[config.mk]
export PLATFORM = sky130hd
export DESIGN_NAME = bbfc_host
export DESIGN_NICKNAME = d
export VERILOG_FILES = /design/src/hw/bbfc_host.v
export VERILOG_INCLUDE_DIRS = /design/src /design/src/hw
export SDC_FILE = /design/constraint.sdc
export NUM_CORES = 1
export LEC_CHECK = 0
export BUFFER_PORTS_ARGS = -buffer_cell sky130_fd_sc_hd__buf_4
export CAP_MARGIN = 20
export CORE_MARGIN = 5
export CORE_UTILIZATION = 30
export DETAILED_ROUTE_END_ITERATION = 7
export PLACE_DENSITY = 0.59
export SETUP_SLACK_MARGIN = 0.05
export SLEW_MARGIN = 20
export SYNTH_ARGS = -nofsm -noshare
export SYNTH_HDL_FRONTEND = slang
export SYNTH_SLANG_ARGS = --single-unit
[constraint.sdc]
create_clock -name sys_clk_i -period 4.4 [get_ports sys_clk_i]
set_clock_uncertainty 0.15 [all_clocks]
set_input_delay 0.88 -clock sys_clk_i [delete_from_list [all_inputs] [get_ports sys_clk_i]]
set_output_delay 0.88 -clock sys_clk_i [all_outputs]
set_load 0.05 [all_outputs]
[src/hw/bbfc_regs.vh]
// Notes on behaviour
// read: chip select and output gate low, write strobe high, byte driven.
// read data stays valid until address changes or a gate rises.
// chip select high disables the device, data pins high impedance.
// output gate high disables data buffers even when selected.
// selected cycle with write strobe low is a write cycle.
// command bytes are written over the eight data pins.
// block erase: setup byte then confirm byte, back to back.
// byte program: setup code (either of two) then address and data.
// host writes read-array command before reading after program/erase.
// reset/power-down low clears status, read mode, deep power-down.
// during reset/power-down all inputs ignored, outputs high impedance.
// boot block change needs super voltage on reset or write-protect high.
// write-protect does not affect non-boot blocks.
// array has five erasable blocks: boot, two parameter, two main.
// boot block at top or bottom of address space by variant.
// eighteen address bits select one byte.
// id codes read with id pin high, lowest address bit selects code.
// after confirm the device runs its own internal algorithm.
// host holds program supply high from confirm until completion.
`ifndef BBFC_REGS_VH
`define BBFC_REGS_VH
`define BBFC_AW          18
`define BBFC_DW          8
`define BBFC_CMD_ERASE   8'h20
`define BBFC_CMD_COMMIT  8'hD0
`define BBFC_CMD_PROG_A  8'h10
`define BBFC_CMD_PROG_B  8'h40
`define BBFC_CMD_READ    8'hFF
`define BBFC_CMD_IDENT   8'h90
`define BBFC_ID_ADDR     18'h00000
`define BBFC_ID_DEV_ADDR 18'h00001
// access pulse width and recovery in ns
`define BBFC_T_ACC_NS    200
`define BBFC_T_REC_NS    100
`define BBFC_CLK_NS      100
`define BBFC_CYC_ACC     ((`BBFC_T_ACC_NS + `BBFC_CLK_NS - 1) / `BBFC_CLK_NS)
`define BBFC_CYC_REC     ((`BBFC_T_REC_NS + `BBFC_CLK_NS - 1) / `BBFC_CLK_NS)
// extra read wait for the two-flop data synchroniser
`define BBFC_SYNC_LAT    2
// busy wait for internal algorithm, cycles
`define BBFC_BUSY_CYC    100000
`define BBFC_OP_READ     3'h0
`define BBFC_OP_CMD      3'h1
`define BBFC_OP_PROG     3'h2
`define BBFC_OP_ERASE    3'h3
`define BBFC_OP_IDENT    3'h4
`define BBFC_OP_RESET    3'h5
`endif

[src/hw/bbfc_host.v]
`timescale 1ns/1ps
`include "bbfc_regs.vh"
module bbfc_host #(
  parameter BUSY_CYC = `BBFC_BUSY_CYC
) (
  input  wire                 sys_clk_i,   // 10 MHz clock
  input  wire                 resetn_i,    // async reset, low
  input  wire                 req_i,       // start an operation
  input  wire [2:0]           op_i,        // operation code
  input  wire [`BBFC_AW-1:0]  addr_i,      // byte address
  input  wire [`BBFC_DW-1:0]  wdata_i,     // data or command byte
  input  wire                 boot_i,      // target is boot block
  output wire                 ready_o,     // idle, may take req
  output reg                  done_o,      // op finished pulse
  output reg  [`BBFC_DW-1:0]  rdata_o,     // captured read byte
  output reg  [`BBFC_AW-1:0]  fl_addr_o,   // flash address
  output reg                  fl_ce_n_o,   // chip select, low
  output reg                  fl_oe_n_o,   // output gate, low
  output reg                  fl_we_n_o,   // write strobe, low
  output reg                  fl_rp_n_o,   // reset_powerdown_n
  output reg                  fl_wp_o,     // write protect high
  output reg                  fl_vpp_en_o, // program supply on
  output reg                  fl_id_hv_o,  // id pin high voltage
  output reg  [`BBFC_DW-1:0]  fl_dq_o,     // data pins out
  output reg                  fl_dq_oe_n_o,// data enable, low
  input  wire [`BBFC_DW-1:0]  fl_dq_i      // data pins in
);
  localparam S_IDLE = 3'h0;
  localparam S_W1   = 3'h1;
  localparam S_REC  = 3'h2;
  localparam S_W2   = 3'h3;
  localparam S_RD   = 3'h4;
  localparam S_BUSY = 3'h5;
  localparam S_RST  = 3'h6;
  localparam S_W3   = 3'h7;

  reg [2:0]          state_ff;
  reg [2:0]          op_ff;
  reg [16:0]         cnt_ff;
  reg [`BBFC_DW-1:0] dq_s1_ff;
  reg [`BBFC_DW-1:0] dq_s2_ff;

  assign ready_o = (state_ff == S_IDLE);

  always @(posedge sys_clk_i or negedge resetn_i) begin
    if (!resetn_i) begin
      dq_s1_ff <= 8'h00;
      dq_s2_ff <= 8'h00;
    end else begin
      dq_s1_ff <= fl_dq_i;
      dq_s2_ff <= dq_s1_ff;
    end
  end

  always @(posedge sys_clk_i or negedge resetn_i) begin
    if (!resetn_i) begin
      state_ff     <= S_IDLE;
      op_ff        <= `BBFC_OP_READ;
      cnt_ff       <= 17'h00000;
      done_o       <= 1'b0;
      rdata_o      <= 8'h00;
      fl_addr_o    <= 18'h00000;
      fl_ce_n_o    <= 1'b1;
      fl_oe_n_o    <= 1'b1;
      fl_we_n_o    <= 1'b1;
      fl_rp_n_o    <= 1'b0;
      fl_wp_o      <= 1'b0;
      fl_vpp_en_o  <= 1'b0;
      fl_id_hv_o   <= 1'b0;
      fl_dq_o      <= 8'h00;
      fl_dq_oe_n_o <= 1'b1;
    end else begin
      done_o    <= 1'b0;
      fl_rp_n_o <= 1'b1;
      case (state_ff)
        S_IDLE: begin
          // deselect idle
          fl_ce_n_o    <= 1'b1;
          fl_oe_n_o    <= 1'b1;
          fl_we_n_o    <= 1'b1;
          fl_dq_oe_n_o <= 1'b1;
          fl_id_hv_o   <= 1'b0;
          if (req_i) begin
            op_ff     <= op_i;
            fl_addr_o <= addr_i;
            cnt_ff    <= 17'h00000;
            // unlock boot
            fl_wp_o   <= boot_i;
            case (op_i)
              `BBFC_OP_READ, `BBFC_OP_IDENT: begin
                // read strobe
                fl_ce_n_o  <= 1'b0;
                fl_oe_n_o  <= 1'b0;
                // id select
                fl_id_hv_o <= (op_i == `BBFC_OP_IDENT);
                state_ff   <= S_RD;
              end
              `BBFC_OP_RESET: begin
                // power-down pulse
                fl_rp_n_o <= 1'b0;
                state_ff  <= S_RST;
              end
              default: begin
                // write cycle
                fl_ce_n_o    <= 1'b0;
                fl_we_n_o    <= 1'b0;
                fl_dq_oe_n_o <= 1'b0;
                if (op_i == `BBFC_OP_ERASE)
                  fl_dq_o <= `BBFC_CMD_ERASE;
                else if (op_i == `BBFC_OP_PROG)
                  fl_dq_o <= `BBFC_CMD_PROG_B;
                else
                  fl_dq_o <= wdata_i;
                state_ff <= S_W1;
              end
            endcase
          end
        end
        S_RD: begin
          // hold until sampled
          if (cnt_ff == `BBFC_CYC_ACC + `BBFC_SYNC_LAT) begin
            rdata_o    <= dq_s2_ff;
            fl_ce_n_o  <= 1'b1;
            fl_oe_n_o  <= 1'b1;
            fl_id_hv_o <= 1'b0;
            done_o     <= 1'b1;
            state_ff   <= S_IDLE;
          end else begin
            cnt_ff <= cnt_ff + 17'h00001;
          end
        end
        S_W1: begin
          if (cnt_ff == `BBFC_CYC_ACC - 1) begin
            fl_we_n_o <= 1'b1;
            cnt_ff    <= 17'h00000;
            state_ff  <= S_REC;
          end else begin
            cnt_ff <= cnt_ff + 17'h00001;
          end
        end
        S_REC: begin
          fl_ce_n_o    <= 1'b1;
          fl_dq_oe_n_o <= 1'b1;
          if (op_ff == `BBFC_OP_CMD) begin
            done_o   <= 1'b1;
            state_ff <= S_IDLE;
          end else begin
            // second cycle
            fl_ce_n_o    <= 1'b0;
            fl_we_n_o    <= 1'b0;
            fl_dq_oe_n_o <= 1'b0;
            // supply on
            fl_vpp_en_o  <= 1'b1;
            fl_dq_o <= (op_ff == `BBFC_OP_ERASE) ? `BBFC_CMD_COMMIT
                                                 : wdata_i;
            state_ff <= S_W2;
          end
        end
        S_W2: begin
          if (cnt_ff == `BBFC_CYC_ACC - 1) begin
            // select and data held past the strobe rise
            fl_we_n_o    <= 1'b1;
            cnt_ff       <= 17'h00000;
            state_ff     <= S_BUSY;
          end else begin
            cnt_ff <= cnt_ff + 17'h00001;
          end
        end
        S_BUSY: begin
          // release select and data after strobe rose
          fl_ce_n_o    <= 1'b1;
          fl_dq_oe_n_o <= 1'b1;
          // wait internal algorithm
          if (cnt_ff == BUSY_CYC[16:0]) begin
            fl_vpp_en_o  <= 1'b0;
            fl_wp_o      <= 1'b0;
            fl_ce_n_o    <= 1'b0;
            fl_we_n_o    <= 1'b0;
            fl_dq_oe_n_o <= 1'b0;
            // back to read array
            fl_dq_o      <= `BBFC_CMD_READ;
            cnt_ff       <= 17'h00000;
            state_ff     <= S_W3;
          end else begin
            cnt_ff <= cnt_ff + 17'h00001;
          end
        end
        S_W3: begin
          if (cnt_ff == `BBFC_CYC_ACC - 1) begin
            // select and data drop in idle, after the strobe
            fl_we_n_o    <= 1'b1;
            done_o       <= 1'b1;
            state_ff     <= S_IDLE;
          end else begin
            cnt_ff <= cnt_ff + 17'h00001;
          end
        end
        S_RST: begin
          // hold power-down
          fl_rp_n_o <= 1'b0;
          if (cnt_ff == `BBFC_CYC_ACC - 1) begin
            fl_rp_n_o <= 1'b1;
            done_o    <= 1'b1;
            state_ff  <= S_IDLE;
          end else begin
            cnt_ff <= cnt_ff + 17'h00001;
          end
        end
        default: state_ff <= S_IDLE;
      endcase
    end
  end
endmodule

Word level (Yosys, flattened, before mapping):

Index checks and enable logic that the tools add are counted.

* add/subtract/negate cells: 1
* multipliers: 0
* divide/modulo/power cells: 0
* magnitude comparators: 0
* equality and inequality tests: 27
* shift operators: 0
* multiplexer cells: 53
* bitwise operators: 0
* reduce and logical (&&, ||, !) cells: 24

Operator list (count)
* 17-bit two-way mux: 5
* 17-bit one-hot mux with 5 select lines: 1
* 8-bit two-way mux: 7
* 8-bit one-hot mux with 3 select lines: 1
* 1-bit two-way mux: 21
* 3-bit one-hot mux with 7 select lines: 1
* 3-bit == test, second input constant: 6
* 3-bit two-way mux: 6
* 2-bit != test, second input constant: 9
* 17-bit by 1-bit adder with 17-bit output, second input constant: 1
* 17-bit by 1-bit == test with 1-bit output, second input constant: 1
* 17-bit == test, second input constant: 1
* 17-bit by 3-bit == test with 1-bit output, second input constant: 1
* 3-bit by 2-bit == test with 1-bit output, second input constant: 5
* 1-bit one-hot mux with 2 select lines: 5
* 1-bit one-hot mux with 4 select lines: 2
* 2-bit AND reduction: 4
* 4-bit AND reduction: 2
* 4-bit nonzero test: 2
* 3-bit by 1-bit == test with 1-bit output, second input constant: 2
* 3-bit logical NOT: 2
* 1-bit one-hot mux with 3 select lines: 2
* 3-bit one-hot mux with 2 select lines: 1
* 3-bit AND reduction: 2
* other kinds (9): 15

* register bits: 82
* bits in latches: 0
* bits in writable memories: 0
* bits in read-only memories: 0
* input bits: 41
* output and inout bits: 44
* logic and storage cells: 122
* memories kept: 0

Longest topological paths before layout:

* depth after elaboration: 6
* depth in mapped cells: 9
* mapped depth without buffers: 6

Least setup slack after synthesis:

No wires, ideal clock.

* path kind: register to register
* start: reg state_ff[2]
* end: reg fl_addr_o[17]
* library setup time: 0.125 ns
* data arrival time: 2.003 ns
* required time: 4.125 ns
* path slack: 2.122 ns
* stages on the path, launching flop included: 9
* path buffers: 4
* clock period less this slack: 2.278 ns
* path through: dfrtp_1 > clkbuf_8 > or2_2 > buf_2 > nor2_4 > and2_1 > buf_2 > buf_6 > mux2_2

* cells in the longest elaborated chain, start to end: 2

Ends and longest elaborated chain
* start: declaration: line bbfc_host.v:37 `reg [2:0] state_ff;`
* start signal: assignment: line bbfc_host.v:57 `state_ff <= S_IDLE;`
* start signal: assignment: line bbfc_host.v:96 `state_ff <= S_RD;`
* start signal: assignment: line bbfc_host.v:101 `state_ff <= S_RST;`
* 3-bit logical NOT
* named net ready_o: line bbfc_host.v:13 `output wire ready_o,`
* 2-bit AND reduction (no line)
* end signal: assignment: line bbfc_host.v:85 `fl_addr_o <= addr_i;`
* end: declaration: line bbfc_host.v:16 `` output reg [`BBFC_AW-1:0] fl_addr_o, ``

The timed path passes the listed nets, and every way through them passes these cells.
A chain may end at the register's enable or synchronous reset.

Final worst setup path:

* start: reg state_ff[2]
* end: out ready_o

* cells in the longest elaborated chain, start to end: 1

Ends and longest elaborated chain
* 3-bit logical NOT: line bbfc_host.v:43 `assign ready_o = (state_ff == S_IDLE);`
* end: declaration: line bbfc_host.v:13

No other way between the ends.

==> impl_metrics.py <==
metrics = {
    "global_route": {
        "grt_pass1_wl_mm": 14.1,
        "grt_pass1_vias": 2829,
        "gr-usage-all-layers": 0.119,
        "overflow": 0,
        "grt_antenna_before_repair": 0,
        "grt_max_degree": 83,
    },
    "clocking": {
        "tritoncts": "done",
        "htreeDepth": 3,
        "cts.reportedPaths.clkPinSlew_ps": 70,
        "numCtsBuffers": 9,
        "clock_path_buffers": 2,
        "clk_latency_ps": 350,
        "root_buffer": "clkbuf_16",
        "cts_setup_buffers": 0,
        "cts_resized": 0,
        "clkSinkCount": 82,
        "hold_buffers": 0,
    },
    "synthesis": {
        "syn-instance-count": 325,
        "syn_nets": 369,
        "yosysTopAreaCell": "dfrtp_1",
        "yosys_warnings": 0,
        "avgSynthCellArea_um2": 11.7,
        "synth_top_area_frac": 0.515,
        "synth-main-ff-cell": "dfrtp_1",
        "ys_ff_latch": 82,
        "synth_cell_type_count": 64,
        "synthTopCellsByArea": "dfrtp_1 (51%), mux2_2 (8.9%), a21oi_1 (3.0%), dfstp_2 (2.8%), xor2_1 (2.3%)",
        "syn-cell-area_um2": 3790,
        "async_flop_share": 1.00,
        "synth_edf_count": 0,
        "yosysSeqAreaShare": 0.543,
    },
    "detailed_routing": {
        "drt-total-wl_mm": 8.57,
        "routed.top_layer": "met4",
        "drtIter0Drc": 127,
        "wl_met2_mm": 3.96,
        "dr.pass1.iters": 4,
        "met1_length_mm": 3.85,
        "final_antenna_net_count": 0,
        "met3RoutedLength_um": 628,
        "post_drt_wl_per_cell_um": 14.7,
        "vias": 2745,
        "vias_per_cell": 4.72,
        "drc": 0,
    },
    "finish": {
        "drive_above_1_share": 0.377,
        "final_cell_mix": "buf_4 (83), dfrtp_1 (78), mux2_2 (30)",
        "fillerInstances": 1263,
        "layout.nets": 448,
        "final_common_cell": "buf_4",
        "area_growth_pct": 27.1,
        "diodes": 0,
    },
    "power": {
        "seqPwrFrac": 0.486,
        "p_sw_frac": 0.243,
        "comb_power_share": 0.044,
        "ir_worst_vdd_mv": 0.219,
        "p_switching_w": 0.000384,
        "power_density_nw_per_um2": 328,
        "leakagePower_nw": 2.21,
        "clkPwrFrac": 0.471,
        "p_int_w": 0.00120,
    },
    "critical_path": {
        "critPathRequiredTime_ps": 3370,
        "reg2reg_setup_slack_ps": 1650,
        "worst_setup_path_end_kind": "primary output",
        "crit_arrival_ps": 1780,
        "worstRegToRegCells": 5,
        "r2r-end": "fl_dq_o[6]",
        "worstSetupPathType": "reg2out",
        "cp-start-kind": "register",
        "cp_max_fo": 19,
        "timing.rr.start": "cnt_ff[3]",
    },
    "sta": {
        "slew_violations": 0,
        "fin_setup_tns_ps": 0,
        "setup_violations": 0,
        "worstMarginPinSlew_ps": 1030,
        "rsz0062_at_grt": "no",
        "period_needed_ps": 2810,
        "fin_crit_sh": 0.640,
        "timing.fmax_mhz": 355,
        "final.setup.worst_slack_ps": 1590,
        "hold_viol": 0,
        "max_slew_margin": 0.312,
    },
    "die": {
        "die_w_um": 122,
        "start_util": 0.303,
        "dieArea_um2": 15000,
        "io_pins": 85,
        "core_um2": 12500,
        "rows": 41,
        "die_h_um": 122,
    },
    "worst_hold_path": {
        "min_from": "dq_s1_ff[1]",
        "hold_class": "reg2reg",
        "hold_depth": 0,
        "worst_hold_path.endpoint": "dq_s2_ff[1]",
    },
    "flow_run": {
        "cap_violations": 0,
    },
    "placement": {
        "place.port_buffers": 84,
        "pre_cts_ws_ps": 1500,
        "gp_congestion": 0.793,
        "hpwl_mm": 6.14,
    },
    "status": {
        "status": "finished, final reports clean",
    },
}
## per-layer routing
metal / track usage / vias up
li1: - / 1329
met1: 0.156 / 1336
met2: 0.175 / 69
met3: 0.0535 / 11
met4: 0.0441 / 0
met5: 0 / -
## through the flow
step,instances,power (W),hold WS (ps),utilization,cell area [µm²]
finish,581,0.00158,198,0.385,4820
global route,581,0.00164,214,0.385,4820
detailed placement,565,0.000852,186,0.361,4520
global placement,565,0.000850,181,0.361,4520
floorplan,325,0.000800,181,-,3790
CTS,581,0.00161,202,0.385,4810
## critical path: stages, from the launching register on
cell and delay (ps):
dfrtp_1 600, or2_2 460, nor2_4 150, buf_4 230
## power by group through the flow
stage	clock network [W]	registers, W	logic, W
6_report	0.000744	0.000767	0.0000691
5_1_grt	0.000800	0.000768	0.0000770
4_1_cts	0.000769	0.000767	0.0000708
3_5_place_dp	0	0.000781	0.0000707
3_3_place_gp	0	0.000781	0.0000695
2_1_floorplan	0	0.000788	0.0000115
## worst max-delay path by stage
| stage | startpoint | end | slack, ps | depth (start not counted) |
|---|---|---|---|---|
| after detailed placement | op_i[2] | fl_dq_o[6] | 1500 | 6 |
| after CTS | state_ff[2] | ready_o | 1580 | 3 |
| after global routing | cnt_ff[11] | cnt_ff[13] | 1460 | 5 |
| final | state_ff[2] | ready_o | 1590 | 3 |
| after floorplan | state_ff[2] | fl_addr_o[17] | 2120 | 8 |
| after global placement | op_i[2] | fl_dq_o[6] | 1510 | 6 |
## Yosys cell counts, drive strengths merged (2+ instances only)
| library cell | number |
|---|---|
| nand3b | 2 |
| xor2 | 10 |
| o21ai | 17 |
| clkbuf | 5 |
| nand4 | 5 |
| o2bb2ai | 2 |
| nor4 | 3 |
| a211oi | 2 |
| buf | 11 |
| or3 | 2 |
| nor3 | 5 |
| a21oi | 25 |
| nor2 | 14 |
| mux2 | 32 |
| o22ai | 2 |
| nor3b | 3 |
| nand2b | 5 |
| inv | 13 |
| ha | 3 |
| and2 | 5 |
| o211ai | 7 |
| o31ai | 3 |
| nand2 | 18 |
| dfrtp | 78 |
| mux2i | 6 |
| a21boi | 3 |
| or2 | 4 |
| dfstp | 4 |
| and4 | 3 |
| nand3 | 10 |
| a31oi | 4 |
## state kept, by name, summed over array words and instances (netlist names), 3 cells and up
| name | count |
|---|---|
| fl_addr_o | 18 |
| op_ff | 3 |
| fl_dq_o | 8 |
| state_ff | 3 |
| rdata_o | 8 |
| dq_s1_ff | 8 |
| dq_s2_ff | 8 |
| cnt_ff | 17 |
## cells by family after synthesis
group / after synthesis / synth area share
and+or+nand+nor: 86 / 0.135
DFF: 82 / 0.543
AOI/OAI and AO/OA: 76 / 0.129
muxes: 38 / 0.113
buffers and inverters: 29 / 0.0449
xor gates and xnor gates: 11 / 0.0254
adders and majority gates: 3 / 0.00990
## area by class of cell
class	instances	area [µm²]	area share
multi-input combinational	214	1560	0.325
timing repair buffer	84	634	0.132
sequential	82	2060	0.427
clock inverter	7	72.6	0.0151
clock buffer	9	225	0.0468
inverter	13	48.8	0.0101
tap	172	215	0.0447
No activity file was read; power rests on OpenSTA's default activity.
